--- config.mk ---
export PLATFORM = sky130hd
export DESIGN_NAME = pw_node_rx_flat
export DESIGN_NICKNAME = d
export VERILOG_FILES = /design/src/include/pw_pkg.sv /design/src/include/pw_link_if.sv /design/src/logic/pw_node_rx.sv /design/src/flat_wrapper.sv
export VERILOG_INCLUDE_DIRS = /design/src /design/src/include
export SDC_FILE = /design/constraint.sdc
export NUM_CORES = 1
export LEC_CHECK = 0
export BUFFER_PORTS_ARGS = -buffer_cell sky130_fd_sc_hd__buf_2
export CAP_MARGIN = 25
export CORE_ASPECT_RATIO = 2
export CORE_MARGIN = 5
export CORE_UTILIZATION = 45
export DETAILED_ROUTE_END_ITERATION = 16
export GPL_TIMING_DRIVEN = 1
export PLACE_DENSITY = 0.75
export SLEW_MARGIN = 20
export SYNTH_ARGS = -nofsm -noshare
export SYNTH_HDL_FRONTEND = slang
export SYNTH_SLANG_ARGS = --single-unit
--- constraint.sdc ---
create_clock -name core_clk -period 3.9 [get_ports core_clk]
set_input_delay 0.585 -clock core_clk [delete_from_list [all_inputs] [get_ports core_clk]]
set_output_delay 0.585 -clock core_clk [all_outputs]
set_load 0.02 [all_outputs]
--- src/include/pw_params.svh ---
`ifndef PW_PARAMS_SVH
`define PW_PARAMS_SVH
`define TS_LEN        8'd188
`define TS_NULL_PID   13'h1fff
`define TS_SYNC       8'h47
`define TS_FIRST_FWD  8'd3
`define L2_VERSION    4'h3
`define HDR_BYTES     4'd12
`define EXT_DATA      2'b00
`define EXT_PROBE     2'b01
`define MAX_TS_DEF    7
`endif

--- src/include/pw_pkg.sv ---
package pw_pkg;
  typedef enum logic [2:0] {
    st_idle = 3'b000,
    st_hdr  = 3'b001,
    st_pay  = 3'b011,
    st_chk  = 3'b010,
    st_drop = 3'b110
  } rx_state_e;
  typedef enum logic [1:0] {
    tx_idle = 2'b00,
    tx_hdr  = 2'b01,
    tx_pay  = 2'b11
  } tx_state_e;
endpackage

--- src/include/pw_link_if.sv ---
`timescale 1ns/1ps
interface pw_link_if;
  logic       valid;
  logic       ready;
  logic [7:0] data;
  logic       first;
  logic       last;
  modport core (output valid, output data, output first, output last, input ready);
  modport node (input valid, input data, input first, input last, output ready);
endinterface // pw_link_if

--- src/logic/pw_node_rx.sv ---
`timescale 1ns/1ps
`include "pw_params.svh"
// Overview of operation
// only transport bit zero is data
// eleven reserved header bits are ignored
// version field must equal three
// sixteen-bit reserved field is ignored
// session identifier must match agreed session
// no cookie; sublayer follows session identifier
// accept sublayer matching negotiated type
// wrong pseudowire type raises teardown indication
// malformed sublayer header packets silently dropped
// payload is whole 188-byte transport packets
// streaming mode segments hold frames or link data
// connectivity bit sent as zero
// sequence number used only when valid
// extended header 00 means active type
// reserved bit and byte ignored
// single flow identifier supported
// sequence increments by one per packet
// sender picks random starting sequence
// one transport session per output channel
// no filler bytes between transport packets
// accept one to seven transport packets
// null packets may be discarded
// extended header 01 is latency probe
// payload length must be multiple of 188
module pw_node_rx
  import pw_pkg::*;
#(
  parameter int MAX_TS = `MAX_TS_DEF
) (
  input  wire logic        core_clk,
  input  wire logic        resetn,
  pw_link_if.node          link,
  input  wire logic [31:0] session_identifier,
  input  wire logic        mpeg_transport_mode,
  input  wire logic        drop_null_en,
  output logic             ts_valid,
  output logic [7:0]       ts_data,
  output logic             ts_first,
  output logic             ts_last,
  output logic             pkt_ok,
  output logic             pkt_drop,
  output logic             session_teardown_message,
  output logic             latency_probe,
  output logic             seq_gap,
  output logic [15:0]      last_seq
);
  rx_state_e   st_q, st_d;
  logic [3:0]  hcnt_q, hcnt_d;
  logic [7:0]  bcnt_q, bcnt_d;
  logic [3:0]  tcnt_q, tcnt_d;
  logic        bad_q, bad_d;
  logic        wrong_q, wrong_d;
  logic        probe_q, probe_d;
  logic        sv_q, sv_d;
  logic [15:0] seq_q, seq_d;
  logic        seqok_q, seqok_d;
  logic [15:0] ls_q, ls_d;
  logic [31:0] sid_q, sid_d;
  logic [12:0] pid_q, pid_d;
  logic        null_q, null_d;
  logic        tv_q, tv_d, tf_q, tf_d, tl_q, tl_d;
  logic [7:0]  td_q, td_d;
  logic        ok_q, ok_d, dr_q, dr_d, td_ev_q, td_ev_d, lp_q, lp_d, gp_q, gp_d;
  logic        beat;

  assign link.ready = 1'b1;
  // node never stalls, so every valid byte is taken
  assign beat = link.valid;

  always_comb begin
    st_d = st_q; hcnt_d = hcnt_q; bcnt_d = bcnt_q; tcnt_d = tcnt_q;
    bad_d = bad_q; wrong_d = wrong_q; probe_d = probe_q; sv_d = sv_q;
    seq_d = seq_q; seqok_d = seqok_q; sid_d = sid_q;
    pid_d = pid_q; null_d = null_q;
    tv_d = 1'b0; tf_d = 1'b0; tl_d = 1'b0; td_d = td_q;
    ok_d = 1'b0; dr_d = 1'b0; td_ev_d = 1'b0; lp_d = 1'b0; gp_d = 1'b0;
    case (st_q)
      st_idle: begin
        if (beat && link.first) begin
          st_d = st_hdr;
          hcnt_d = 4'd1;
          bad_d = link.data[7];
          wrong_d = 1'b0;
          probe_d = 1'b0;
          sid_d = '0;
          if (link.last) begin
            st_d = st_idle;
            dr_d = 1'b1;
          end
        end
      end
      st_hdr: begin
        if (beat) begin
          hcnt_d = hcnt_q + 4'd1;
          case (hcnt_q)
            4'd1: if (link.data[3:0] != `L2_VERSION) bad_d = 1'b1;
            4'd2, 4'd3: ;
            4'd4, 4'd5, 4'd6, 4'd7: sid_d = {sid_q[23:0], link.data};
            4'd8: begin
              if (sid_q != session_identifier) bad_d = 1'b1;
              sv_d = link.data[6];
              if (link.data[5:4] == `EXT_PROBE) probe_d = 1'b1;
              else if (link.data[5:4] != `EXT_DATA) bad_d = 1'b1;
              if (!mpeg_transport_mode) wrong_d = 1'b1;
              if (link.data[2:0] != 3'd0) bad_d = 1'b1;
            end
            4'd9: ;
            4'd10: seq_d[15:8] = link.data;
            default: begin
              seq_d[7:0] = link.data;
              st_d = st_pay;
              bcnt_d = '0;
              tcnt_d = '0;
            end
          endcase
          if (link.last) begin
            st_d = st_idle;
            dr_d = 1'b1;
          end
        end
      end
      st_pay: begin
        if (beat) begin
          if (bcnt_q == 8'd1) pid_d[12:8] = link.data[4:0];
          if (bcnt_q == 8'd2) begin
            pid_d[7:0] = link.data;
            null_d = drop_null_en && ({pid_q[12:8], link.data} == `TS_NULL_PID);
          end
          if (bcnt_q == 8'd0) null_d = 1'b0;
          // the sync and identifier bytes of each segment are never forwarded

          tv_d = !bad_q && !wrong_q && !probe_q && !null_q && bcnt_q >= `TS_FIRST_FWD;
          tf_d = tv_d && bcnt_q == `TS_FIRST_FWD;
          td_d = link.data;
          if (bcnt_q == `TS_LEN - 8'd1) begin
            bcnt_d = '0;
            tcnt_d = tcnt_q + 4'd1;
            tl_d = tv_d;
          end else begin
            bcnt_d = bcnt_q + 8'd1;
          end
          if (link.last) begin
            st_d = st_chk;
            if (bcnt_q != `TS_LEN - 8'd1) bad_d = 1'b1;
            if (tcnt_q >= 4'(MAX_TS)) bad_d = 1'b1;
          end
        end
      end
      // outcome ranks: wrong type, probe, malformed, good
      st_chk: begin
        st_d = st_idle;
        if (wrong_q) td_ev_d = 1'b1;
        else if (probe_q) lp_d = 1'b1;
        else if (bad_q) dr_d = 1'b1;
        else begin
          ok_d = 1'b1;
          if (sv_q) begin
            if (seqok_q) gp_d = (seq_q != 16'(ls_q + 16'd1));
            seqok_d = 1'b1;
          end
        end
      end
      default: st_d = st_idle;
    endcase
  end

  always_ff @(posedge core_clk or negedge resetn) begin
    if (!resetn) begin
      st_q <= st_idle; hcnt_q <= '0; bcnt_q <= '0; tcnt_q <= '0;
      bad_q <= 1'b0; wrong_q <= 1'b0; probe_q <= 1'b0; sv_q <= 1'b0;
      seq_q <= '0; seqok_q <= 1'b0; sid_q <= '0;
      pid_q <= '0; null_q <= 1'b0;
      tv_q <= 1'b0; tf_q <= 1'b0; tl_q <= 1'b0; td_q <= '0;
      ok_q <= 1'b0; dr_q <= 1'b0; td_ev_q <= 1'b0; lp_q <= 1'b0; gp_q <= 1'b0;
    end else begin
      st_q <= st_d; hcnt_q <= hcnt_d; bcnt_q <= bcnt_d; tcnt_q <= tcnt_d;
      bad_q <= bad_d; wrong_q <= wrong_d; probe_q <= probe_d; sv_q <= sv_d;
      seq_q <= seq_d; seqok_q <= seqok_d; sid_q <= sid_d;
      pid_q <= pid_d; null_q <= null_d;
      tv_q <= tv_d; tf_q <= tf_d; tl_q <= tl_d; td_q <= td_d;
      ok_q <= ok_d; dr_q <= dr_d; td_ev_q <= td_ev_d; lp_q <= lp_d; gp_q <= gp_d;
    end
  end

  // last delivered sequence number, kept to spot lost packets
  always_comb begin
    ls_d = ls_q;
    if (ok_d && sv_q) ls_d = seq_q;
  end

  always_ff @(posedge core_clk or negedge resetn) begin
    if (!resetn) ls_q <= '0;
    else ls_q <= ls_d;
  end

  assign ts_valid = tv_q;
  assign ts_data = td_q;
  assign ts_first = tf_q;
  assign ts_last = tl_q;
  assign pkt_ok = ok_q;
  assign pkt_drop = dr_q;
  assign session_teardown_message = td_ev_q;
  assign latency_probe = lp_q;
  assign seq_gap = gp_q;
  assign last_seq = ls_q;
endmodule // pw_node_rx

--- src/flat_wrapper.sv ---
// flat-port wrapper written by rule: the top's interface ports become plain ports
module pw_node_rx_flat import pw_pkg::*;
#(
  parameter int MAX_TS = `MAX_TS_DEF
)
  (core_clk, resetn, session_identifier, mpeg_transport_mode, drop_null_en, ts_valid, ts_data, ts_first, ts_last, pkt_ok, pkt_drop, session_teardown_message, latency_probe, seq_gap, last_seq, link_valid, link_data, link_first, link_last, link_ready);
  pw_link_if link_i ();
  input  wire logic core_clk;
  input  wire logic resetn;
  input  wire logic [31:0] session_identifier;
  input  wire logic mpeg_transport_mode;
  input  wire logic drop_null_en;
  output logic ts_valid;
  output logic [7:0] ts_data;
  output logic ts_first;
  output logic ts_last;
  output logic pkt_ok;
  output logic pkt_drop;
  output logic session_teardown_message;
  output logic latency_probe;
  output logic seq_gap;
  output logic [15:0] last_seq;
  input wire logic [$bits(link_i.valid)-1:0] link_valid;
  input wire logic [$bits(link_i.data)-1:0] link_data;
  input wire logic [$bits(link_i.first)-1:0] link_first;
  input wire logic [$bits(link_i.last)-1:0] link_last;
  output wire logic [$bits(link_i.ready)-1:0] link_ready;
  assign link_i.valid = link_valid;
  assign link_i.data = link_data;
  assign link_i.first = link_first;
  assign link_i.last = link_last;
  assign link_ready = link_i.ready;
  pw_node_rx #(.MAX_TS(MAX_TS)) u_core (.core_clk(core_clk), .resetn(resetn), .link(link_i), .session_identifier(session_identifier), .mpeg_transport_mode(mpeg_transport_mode), .drop_null_en(drop_null_en), .ts_valid(ts_valid), .ts_data(ts_data), .ts_first(ts_first), .ts_last(ts_last), .pkt_ok(pkt_ok), .pkt_drop(pkt_drop), .session_teardown_message(session_teardown_message), .latency_probe(latency_probe), .seq_gap(seq_gap), .last_seq(last_seq));
endmodule
# --- Word-level counts from Yosys, hierarchy flattened ---
# Index checks and enable logic that the tools add are counted.
totals:
  inputBits: 47
  ff_bits: 110
classes:
  n_eq_ne: 37
  mux: 78
  magnitude_cmp: 2
  n_addsub: 4
  bitwise: 4
  n_reduce_logical: 37
op_table:
  columns: ["cell", "n"]
  rows:
  - ["$mux 32", 3]
  - ["$pmux 32 s2", 1]
  - ["$mux 1", 49]
  - ["$mux 8", 4]
  - ["$ne 32x32->1", 1]
  - ["$reduce_and 5->1", 5]
  - ["$mux 4", 6]
  - ["$mux 3", 6]
  - ["$reduce_and 3->1", 6]
  - ["$add 16x1->16 const B", 1]
  - ["$eq 4x3->1 const B", 4]
  - ["$eq 8x2->1 const B", 2]
  - ["$ne 16x16->1", 1]
  - ["$pmux 4 s2", 2]
  - ["$pmux 8 s2", 1]
  - ["$ne 2x2->1 const B", 7]
  - ["$eq 13x13->1 const B", 1]
  - ["$eq 4x4->1 const B", 3]
  - ["$reduce_or 10->1", 1]
  - ["$pmux 3 s3", 1]
  - ["$add 4x1->4 const B", 2]
  - ["$add 8x1->8 const B", 1]
  - ["$eq 4x2->1 const B", 2]
  - ["$eq 8x1->1 const B", 1]
  - ["other kinds (26)", 51]

# --- Logic depth before layout (Yosys ltp) ---
# Gate-level depths: netlist (run 1).
logic_depth:
  ltp_word: 8
  depth_mapped: 10
  ltp_nobuf: 8

# --- Least setup slack after synthesis (run 1) ---
# No wires, ideal clock.
synth_path:
  path_kind: "reg-to-reg"
  start: "reg u_core.ls_q[0], in the netlist u_core.last_seq[0]"
  end: "reg u_core.gp_q, in the netlist u_core.seq_gap"
  period_less_slack_ns: 1.969
  n_path_buf: 0
  required_time_ns: 3.764
  setup_time_ns: 0.136
  setup_slack_ns: 1.931
  stages_incl_launch_ff: 6
  arrival_ns: 1.833
  path_cell_list: "dfrtp_1 > ha_1 > nand2_1 > or4_1 > a2111oi_0 > a31oi_1"
synth_between:
  elab_chain_cells: 8
synth_lines:
  columns: ["item", "line_no", "rtl"]
  rows:
  - ["from (decl)", "pw_node_rx.sv:60", "logic [15:0] ls_q, ls_d;"]
  - ["from (signal assigned)", "pw_node_rx.sv:196", "else ls_q <= ls_d;"]
  - ["$add 16x1->16", "pw_node_rx.sv:161", "if (seqok_q) gp_d = (seq_q != 16'(ls_q + 16'd1));"]
  - ["$ne 16x16->1", "pw_node_rx.sv:161", null]
  - ["$mux 1", "pw_node_rx.sv:161", null]
  - ["$mux 1", "pw_node_rx.sv:160", "if (sv_q) begin"]
  - ["$mux 1", "pw_node_rx.sv:157", "else if (bad_q) dr_d = 1'b1;"]
  - ["$mux 1", "pw_node_rx.sv:156", "else if (probe_q) lp_d = 1'b1;"]
  - ["$mux 1", "pw_node_rx.sv:155", "if (wrong_q) td_ev_d = 1'b1;"]
  - ["$mux 1", "pw_node_rx.sv:80", "case (st_q)"]
  - ["named net u_core.gp_d", "pw_node_rx.sv:66", "logic ok_q, ok_d, dr_q, dr_d, td_ev_q, td_ev_d, lp_q, lp_d, gp_q, gp_d;"]
  - ["to (signal assigned)", "pw_node_rx.sv:184", "ok_q <= ok_d; dr_q <= dr_d; td_ev_q <= td_ev_d; lp_q <= lp_d; gp_q <= gp_d;"]
  - ["to (decl)", "pw_node_rx.sv:66", null]
# The timed path passes the listed nets, and every way through them passes these cells.
# A chain may end at the register's enable or synchronous reset.

# --- Worst setup path after layout (run 1) ---
layout_path:
  start: "reg u_core.st_q[0]"
  end: "reg u_core.seq_q[6]"
layout_between:
  elab_chain_cells: 2
layout_lines:
  columns: ["item", "line_no", "rtl"]
  rows:
  - ["from (decl)", "pw_node_rx.sv:50", "rx_state_e st_q, st_d;"]
  - ["from (signal assigned)", "pw_node_rx.sv:179", "st_q <= st_d; hcnt_q <= hcnt_d; bcnt_q <= bcnt_d; tcnt_q <= tcnt_d;"]
  - ["$eq 3x1->1", "pw_node_rx.sv:80", null]
  - ["$reduce_and 3->1 (no source line)", null, null]
  - ["to (signal assigned)", "pw_node_rx.sv:181", "seq_q <= seq_d; seqok_q <= seqok_d; sid_q <= sid_d;"]
  - ["to (decl)", "pw_node_rx.sv:58", "logic [15:0] seq_q, seq_d;"]
# Every way passes these cells.

==> results of run 1 <==
-- metrics by stage --
step	util [%]	hold slack [ns]	instance area, sq um	instances	worst slack [ns]
after floorplan	-	0.289	5620	545	1.93
after global placement	50.1	0.460	6100	750	1.45
after detailed placement	50.1	0.456	6100	750	1.36
after CTS	52.4	0.409	6400	766	1.35
after global routing	52.5	0.340	6400	766	1.17
final	52.5	0.265	6400	766	1.35
-- state kept, by name, indices dropped and copies added (netlist names), 2 cells and up --
| register | count |
|---|---|
| u_core.sid_q | 32 |
| u_core.pid_q | 5 |
| u_core.st_q | 2 |
| u_core.hcnt_q | 4 |
| u_core.tcnt_q | 4 |
| u_core.last_seq | 16 |
| u_core.seq_q | 16 |
| u_core.ts_data | 8 |
| u_core.bcnt_q | 8 |
-- logic make-up after synthesis --
logic type               count (synthesis)
AND/OR/NAND/NOR                        194
buffers and inverters                   37
adder cells (fa/ha/maj)                 10
XOR/XNOR                                53
multiplexers                            50
AO/OA/AOI/OAI                           91
other                                    1
flip-flops                             109
-- layout by cell type, fill, tap and decap left out, drive strengths merged, types with 3 or more instances in the layout --
cell type	instances
clkinv	3
nor2b	5
a21oi	5
mux2	48
nor3b	4
inv	16
and3	9
buf	83
nor2	14
ha	10
o31ai	6
nand3	22
xor2	11
and2	3
a31oi	3
a22oi	3
xnor2	42
nor4	8
o21ai	50
nand2	90
and3b	3
nor3	12
a22o	6
clkbuf	9
dfrtp	109
nand4	14
-- synth_stat cells, types with 2 or more instances --
library cell               instances
sky130_fd_sc_hd__and3_1            9
sky130_fd_sc_hd__a21oi_1           5
sky130_fd_sc_hd__mux2i_1           2
sky130_fd_sc_hd__nand2_1          89
sky130_fd_sc_hd__xnor2_1          42
sky130_fd_sc_hd__nand4_1          14
sky130_fd_sc_hd__nand3_1          20
sky130_fd_sc_hd__buf_2             6
sky130_fd_sc_hd__o22ai_1           2
sky130_fd_sc_hd__nor3_1           11
sky130_fd_sc_hd__and3b_1           3
sky130_fd_sc_hd__o21ai_0          50
sky130_fd_sc_hd__dfrtp_1         109
sky130_fd_sc_hd__o22a_1            2
sky130_fd_sc_hd__clkbuf_1         13
sky130_fd_sc_hd__xor2_1           11
sky130_fd_sc_hd__o41ai_1           2
sky130_fd_sc_hd__mux2_2           47
sky130_fd_sc_hd__nor3b_1           2
sky130_fd_sc_hd__buf_6             2
sky130_fd_sc_hd__nand2b_1          2
sky130_fd_sc_hd__a31oi_1           3
sky130_fd_sc_hd__ha_1             10
sky130_fd_sc_hd__a22o_1            5
sky130_fd_sc_hd__and2_1            3
sky130_fd_sc_hd__nor4_1            7
sky130_fd_sc_hd__inv_1            12
sky130_fd_sc_hd__a211oi_1          2
sky130_fd_sc_hd__buf_4             3
sky130_fd_sc_hd__a21o_1            2
sky130_fd_sc_hd__nand3_2           2
sky130_fd_sc_hd__a22oi_1           3
sky130_fd_sc_hd__nor2_1           14
sky130_fd_sc_hd__o31ai_1           6
sky130_fd_sc_hd__nor2b_1           5
sky130_fd_sc_hd__or4_1             2
-- worst reg2reg max path, stage by stage (launching register included) --
cell and delay (ns):
sky130_fd_sc_hd__dfrtp_1 0.68, sky130_fd_sc_hd__nor2b_2 0.24, sky130_fd_sc_hd__buf_4 0.35, sky130_fd_sc_hd__nand2_1 0.20
sky130_fd_sc_hd__nor2b_1 0.57, sky130_fd_sc_hd__mux2_2 0.41
-- report_power, final --
group / switching, mW / internal, mW
sequential: 0.311 / 1.39
combinational: 0.540 / 0.479
clock: 0.446 / 0.451
-- worst min path at each step --
stage	end
after global routing	u_core.bcnt_q[0]
after global placement	u_core.seqok_q
after detailed placement	u_core.seqok_q
after CTS	u_core.st_q[0]
after floorplan	u_core.bad_q
final	u_core.bcnt_q[0]
-- routing by layer --
layer  vias to the layer above  routed length, microns
met1                      2078                    4890
met2                       147                    7200
met3                        25                     691
met5                         -                       0
met4                         0                     444
li1                       2047                       -
-- final cells by class --
cell class                 count  area, sq um  share of cell area [%]
clock buffer                   9          225                    3.52
tap                          147          184                    2.87
sequential                   109         2730                    42.6
timing repair buffer          83          434                    6.78
clock inverter                 7         66.3                    1.04
multi-input combinational    399         2720                    42.5
inverter                      12         45.0                   0.704
==> results_tabular.tex, run 1 <==
\begin{tabular}{lr}
\hline
Metric & Value \\
\hline
\multicolumn{2}{l}{\textbf{Critical path}} \\
\quad List of cells traversed by the critical path & nor2b\_2 > buf\_4 > nand2\_1 > nor2b\_1 > mux2\_2 \\
\quad Worst endpoint data arrival time & 2.79 ns \\
\quad Slowest Stage Delay on Critical Path & 0.68 ns \\
\quad Startpoint-to-endpoint class of the critical path & reg -> reg \\
\quad Worst path slowest cell & sky130\_fd\_sc\_hd\_\_dfrtp\_1 \\
\quad Reg2reg start & u\_core.st\_q[0] \\
\quad Critical Path Source & u\_core.st\_q[0] \\
\quad Worst setup slack for register-to-register paths & 1.35 ns \\
\quad CP bufs+invs & 1 \\
\quad Critical path's top delay family & simple AND/OR/NAND/NOR gates \\
\quad Cells on worst reg2reg path & 5 \\
\quad CP Depth & 5 \\
\quad Biggest fanout along the worst timing path & 37 \\
\quad Crit path capture type & flip-flop \\
\quad FF-to-FF End & u\_core.seq\_q[6] \\
\quad Data required time of the critical path & 4.13 ns \\
\quad Setup crit start kind & flip-flop \\
\quad Worst Setup EP & u\_core.seq\_q[6] \\
\multicolumn{2}{l}{\textbf{Drt}} \\
\quad Overall routed net length & 13,200 microns \\
\quad DRC violation count after routing & 0 \\
\quad Vias/cell & 5.61 \\
\quad Via count & 4,297 \\
\quad Wirelength per Cell & 17.3 microns \\
\quad Starting DRC count in detailed routing & about 190 \\
\quad Number of detailed-route iterations in the first pass & 5 \\
\quad ANT nets after route & 0 \\
\multicolumn{2}{l}{\textbf{Clocking}} \\
\quad Cell at the root of the clock tree & sky130\_fd\_sc\_hd\_\_clkbuf\_16 \\
\quad Total clock buffers created by CTS & 9 \\
\quad Total setup buffers inserted after CTS & 0 \\
\quad Clock transition at the registers of the reported paths & 0.08 ns \\
\quad \# resized after CTS & 0 \\
\quad CTS tree & built \\
\quad Clock insertion delay at the later pin of the skew report & 0.35 ns \\
\quad CTS H-tree depth & 3 \\
\quad Worst-case clock buffer depth & 2 \\
\quad Hold buffer count at cts & 0 \\
\quad Clock Sink Count & 109 \\
\multicolumn{2}{l}{\textbf{Power}} \\
\quad Post-layout power & 3.62 mW \\
\quad Maximum VDD drop & between 0.2 and 0.3 mV \\
\quad Cell area power density & 565 nW/um\^{}2 \\
\quad Leakage component of the power & 2.94 nW \\
\multicolumn{2}{l}{\textbf{Synth}} \\
\quad Synth area leaders & sky130\_fd\_sc\_hd\_\_dfrtp\_1 (49\%), sky130\_fd\_sc\_hd\_\_mux2\_2 (9.4\%), sky130\_fd\_sc\_hd\_\_xnor2\_1 (6.5\%) \\
\quad Main combinational cell family by area after synthesis & simple AND/OR/NAND/NOR gates \\
\quad Synthesized instance count & around 550 \\
\quad EDFF count, synth & 0 \\
\quad Sequential cell area fraction in the yosys report & 48.6\% \\
\quad Portion of netlist area occupied by mux cells & 9.98\% \\
\quad Dominant cell type by area after synthesis & sky130\_fd\_sc\_hd\_\_dfrtp\_1 \\
\quad Combined area of all synthesized cells & roughly 5600 sq um \\
\quad Warnings, synthesis & 0 \\
\quad Asr flop ratio synth & 100\% \\
\quad Portion of synthesized cell area occupied by the leading cell type & 48.6\% \\
\quad Average cell area after synthesis & between 10 and 15 sq um \\
\quad Xor/xnor cell area share of the yosys netlist & 8.26\% \\
\quad Basic-gate share of the synthesized area counting and, or, nand and nor cells & 17.6\% \\
\quad Distinct cell type count of the synthesized netlist & 59 \\
\quad Synthesis-stage register bit count & approximately 110 \\
\quad Primary FF master, synth & sky130\_fd\_sc\_hd\_\_dfrtp\_1 \\
\quad Total nets after synthesis & 602 \\
\quad Adder and majority gate portion of the synthesized area & under 10\% \\
\quad Area fraction in compound gates after synthesis & 10.2\% \\
\multicolumn{2}{l}{\textbf{Global routing}} \\
\quad Most Used Layer, Global Route & met2 \\
\quad Maximum number of pins on one net before global-route repair & 84 \\
\quad Met3 Use GR & 3.62\% \\
\quad Remaining global-route overflow & 0 \\
\quad Global Route met2 Usage & between 30\% and 40\% \\
\quad Met1 capacity usage during global routing & 21.2\% \\
\quad Number of global-route vias before repair & between 4,000 and 5,000 \\
\quad Global Route Usage Sum & 18.6\% \\
\quad Antenna violations before repair & 0 \\
\quad First-pass GRT wire length & 21,900 microns \\
\multicolumn{2}{l}{\textbf{Job}} \\
\quad Max cap viols & 0 \\
\multicolumn{2}{l}{\textbf{Floorplan}} \\
\quad Boundary Pins & 80 \\
\quad Area of the core & 12,200 sq um \\
\quad Overall die area & approximately 15,000 sq um \\
\quad Die X-Extent & 89 microns \\
\quad Row Count & 57 \\
\quad Initial Utilization & 46.1\% \\
\quad Die Height & 168 microns \\
\multicolumn{2}{l}{\textbf{Layout}} \\
\quad Ratio of cells with drive above 1 in the final layout & 25.5\% \\
\quad Antenna diodes & 0 \\
\quad Layout Nets & 671 \\
\quad Synth-to-layout area growth & 13.9\% \\
\quad Filler Cells Inserted & between 1,000 and 1,500 \\
\multicolumn{2}{l}{\textbf{Min path}} \\
\quad Class of the worst hold path & in -> async \\
\multicolumn{2}{l}{\textbf{Timing}} \\
\quad Summed negative setup slack over all endpoints & 0 ns \\
\quad Setup violators final & 0 \\
\quad Relative slew slack & a little under 50\% \\
\quad Final critical-path required period & roughly 2.6 ns \\
\quad Measured slew at the worst slew-check pin & 0.765 ns \\
\quad Highest Clock Rate & 0.392 GHz \\
\quad Fin crit share & 65.4\% \\
\quad Final Hold Vio Count & 0 \\
\quad Max Slew Vio Count & 0 \\
\quad Unrepaired setup endpoints after global routing & no \\
\quad Largest clock skew in the final design & 0.0108 ns \\
\multicolumn{2}{l}{\textbf{Placement}} \\
\quad Detailed placement HPWL & 9910 microns \\
\quad Buffers added on ports & between 70 and 80 \\
\quad Global placement routability congestion & 0.924 \\
\multicolumn{2}{l}{\textbf{Run status}} \\
\quad Status & finished clean \\
\hline
\end{tabular}
(Power assumes the default switching activity.)
==> inputs of run 2 (changes only) <==
- clock period: 3.9 -> 2.4 ns (I/O delays scaled with it)
==> results_tabular.tex, run 2 (synthesis gave the netlist of run 1 again) <==
\begin{tabular}{lr}
\hline
Metric & Value \\
\hline
\multicolumn{2}{l}{\textbf{Run status}} \\
\quad Status & finished clean \\
\multicolumn{2}{l}{\textbf{Critical path}} \\
\quad Reg2reg start & u\_core.hcnt\_q[0] \\
\quad Worst endpoint data arrival time & 2.37 ns (-0.42 ns) \\
\quad Setup crit start kind & flip-flop \\
\quad FF-to-FF End & u\_core.tcnt\_q[1] \\
\quad Worst setup slack for register-to-register paths & 0.27 ns (-1.08 ns) \\
\quad Crit path capture type & flip-flop \\
\quad Startpoint-to-endpoint class of the critical path & reg -> reg \\
\quad Data required time of the critical path & 2.64 ns (-1.49 ns) \\
\quad Cells on worst reg2reg path & 8 (+3) \\
\quad Biggest fanout along the worst timing path & 18 (-51\%) \\
\multicolumn{2}{l}{\textbf{Drt}} \\
\quad DRC violation count after routing & 0 (unchanged) \\
\quad Number of detailed-route iterations in the first pass & 4 (-1) \\
\quad Starting DRC count in detailed routing & 262 (+36\%) \\
\quad Met2 wire length & 7340 microns (+2.0\%) \\
\quad ANT nets after route & 0 (unchanged) \\
\quad Overall routed net length & 13,800 microns (+4.1\%) \\
\quad Max Used Layer & met4 \\
\quad WL met1 & 4980 microns (+1.8\%) \\
\quad Vias/cell & 5.67 (+1.0\%) \\
\quad Wire length on met3 & 748 microns (+8.2\%) \\
\quad Wirelength per Cell & 17.8 microns (+2.9\%) \\
\quad Via count & 4,391 (+2.2\%) \\
\multicolumn{2}{l}{\textbf{Layout}} \\
\quad Number of flip-flops in the largest register & 32 (unchanged) \\
\quad Post-route non-filler standard cell count & 775 (+1.2\%) \\
\quad Register name with the most flops & u\_core.sid\_q \\
\quad Leading cell type in the layout, fill and taps excluded & sky130\_fd\_sc\_hd\_\_dfrtp\_1 \\
\quad Ratio of cells with drive above 1 in the final layout & 26.4\% (+0.91 points) \\
\quad Most frequent cells in the layout & sky130\_fd\_sc\_hd\_\_dfrtp\_1 (109), sky130\_fd\_sc\_hd\_\_nand2\_1 (89), sky130\_fd\_sc\_hd\_\_buf\_2 (77) \\
\quad Layout Nets & 680 (+1.3\%) \\
\quad Final instance area & 6500 sq um (+1.5\%) \\
\quad Antenna diodes & 0 (unchanged) \\
\quad Synth-to-layout area growth & 15.7\% \\
\multicolumn{2}{l}{\textbf{Floorplan}} \\
\quad Die X-Extent & 89 microns (unchanged) \\
\quad Area of the core & 12,200 sq um (unchanged) \\
\quad Die Height & 168 microns (unchanged) \\
\quad Boundary Pins & 80 (unchanged) \\
\quad Row Count & 57 (unchanged) \\
\quad Initial Utilization & 46.1\% (unchanged) \\
\quad Overall die area & 15,000 sq um (unchanged) \\
\multicolumn{2}{l}{\textbf{Job}} \\
\quad Max cap viols & 0 (unchanged) \\
\multicolumn{2}{l}{\textbf{Min path}} \\
\quad Number of cells on the worst hold path & 2 \\
\quad Hold wc startpoint & link\_last \\
\quad Class of the worst hold path & in -> reg \\
\quad Worst Hold Path EP & u\_core.st\_q[0] \\
\multicolumn{2}{l}{\textbf{Timing}} \\
\quad Unrepaired setup endpoints after global routing & no \\
\quad Final critical-path required period & 2.13 ns (-0.423 ns) \\
\quad Setup violators final & 0 (unchanged) \\
\quad Tightest hold margin & 0.199 ns (-0.0661 ns) \\
\quad Worst Slack Setup Final & 0.272 ns (-1.08 ns) \\
\quad Largest clock skew in the final design & 0.00885 ns (-0.00192 ns) \\
\quad Summed negative setup slack over all endpoints & 0 ns (unchanged) \\
\quad Max Slew Vio Count & 0 (unchanged) \\
\quad Highest Clock Rate & 0.470 GHz (+20\%) \\
\quad Fin crit share & 88.7\% (+23 points) \\
\quad Final Hold Vio Count & 0 (unchanged) \\
\multicolumn{2}{l}{\textbf{Clocking}} \\
\quad Clock transition at the registers of the reported paths & 0.07 ns (about the same) \\
\quad \# resized after CTS & 0 (unchanged) \\
\quad Clock Sink Count & 109 (unchanged) \\
\quad Total setup buffers inserted after CTS & 0 (unchanged) \\
\quad Worst-case clock buffer depth & 2 (unchanged) \\
\quad CTS tree & built \\
\quad Cell at the root of the clock tree & sky130\_fd\_sc\_hd\_\_clkbuf\_16 \\
\quad Total clock buffers created by CTS & 9 (unchanged) \\
\quad CTS H-tree depth & 3 (unchanged) \\
\quad Clock insertion delay at the later pin of the skew report & 0.35 ns (about the same) \\
\multicolumn{2}{l}{\textbf{Global routing}} \\
\quad Antenna violations before repair & 0 (unchanged) \\
\quad Maximum number of pins on one net before global-route repair & 65 (-23\%) \\
\quad First-pass GRT wire length & 22,300 microns (+1.8\%) \\
\quad Remaining global-route overflow & 0 (unchanged) \\
\quad Global Route Usage Sum & 19.2\% (+0.60 points) \\
\quad Number of global-route vias before repair & 4,534 (+3.0\%) \\
\multicolumn{2}{l}{\textbf{Placement}} \\
\quad Detailed placement HPWL & 10,500 microns (+5.7\%) \\
\quad DP Cell Count & 758 (+1.1\%) \\
\quad Placed Instance Area & 6190 sq um (+1.4\%) \\
\quad Global placement routability congestion & 0.876 (-5.3\%) \\
\quad Buffers added on ports & 78 (unchanged) \\
\quad Setup slack after placement & 0.300 ns (-1.06 ns) \\
\multicolumn{2}{l}{\textbf{Power}} \\
\quad Leakage component of the power & 3.00 nW (+2.0\%) \\
\quad Cell area power density & 922 nW/um\^{}2 (+63\%) \\
\quad Maximum VDD drop & 0.412 mV (+42\%) \\
\hline
\end{tabular}
## run 2: cell types whose count changed in the layout (fill, tap and decap cells not counted)
cell	change
sky130_fd_sc_hd__dlygate4sd3_1	+1
sky130_fd_sc_hd__clkinv_4	-2
sky130_fd_sc_hd__clkinv_2	+3
sky130_fd_sc_hd__buf_4	+7
sky130_fd_sc_hd__bufinv_16	+1
sky130_fd_sc_hd__buf_6	-1
sky130_fd_sc_hd__buf_12	+2
sky130_fd_sc_hd__inv_8	-2
## run 2: power breakdown
group | leakage (nW) | switching, mW | internal, mW
registers | 1.47 | 0.478 | 2.26
clock network | 0.150 | 0.695 | 0.814
logic | 1.38 | 0.926 | 0.816
## run 2: final cells by class
type / count / area, sq um
Timing Repair Buffer: 92 / 526
Fill cell: 1055 / 5700
Multi-Input combinational cell: 399 / 2720
Sequential cell: 109 / 2730
Tap cell: 147 / 184
Clock buffer: 9 / 225
Inverter: 12 / 45.0
Clock inverter: 7 / 71.3
## run 2: what timing repair did
action                                  in CTS  in global routing
hold buffers                                 1                  0
endpoints found under the hold margin       31                  0
endpoints found under the setup margin       0                  0
## run 2: through the flow
stage	power (mW)	utilization, %
floorplan	3.94	-
global placement	4.41	50.8
detailed placement	4.51	50.8
CTS	6.02	53.3
global route	6.34	53.3
finish	5.99	53.3
## run 2: worst max-delay path by stage
stage,startpoint,to,depth (start not counted)
after floorplan,u_core.last_seq[0],u_core.seq_gap,5
after global placement,u_core.hcnt_q[0],u_core.tcnt_q[2],8
final,u_core.hcnt_q[0],u_core.tcnt_q[1],8
after detailed placement,u_core.hcnt_q[0],u_core.tcnt_q[2],8
after global routing,u_core.hcnt_q[0],u_core.tcnt_q[1],8
after CTS,u_core.hcnt_q[0],u_core.tcnt_q[1],8
## run 2: layer usage
metal | global-route usage [%] | up-vias
met5 | 0 | -
met4 | 11.0 | 0
met3 | 4.11 | 44
met1 | 21.0 | 2144
met2 | 33.3 | 122
li1 | - | 2081
## run 2: worst max-delay path, cell delays in order, from the launching register on
cell and delay, ns:
sky130_fd_sc_hd__dfrtp_1 0.45, sky130_fd_sc_hd__inv_1 0.11, sky130_fd_sc_hd__ha_1 0.21, sky130_fd_sc_hd__o21a_1 0.14
sky130_fd_sc_hd__o22ai_1 0.07, sky130_fd_sc_hd__a22o_2 0.27, sky130_fd_sc_hd__o211ai_4 0.41, sky130_fd_sc_hd__o21ai_0 0.16
sky130_fd_sc_hd__a22o_1 0.20
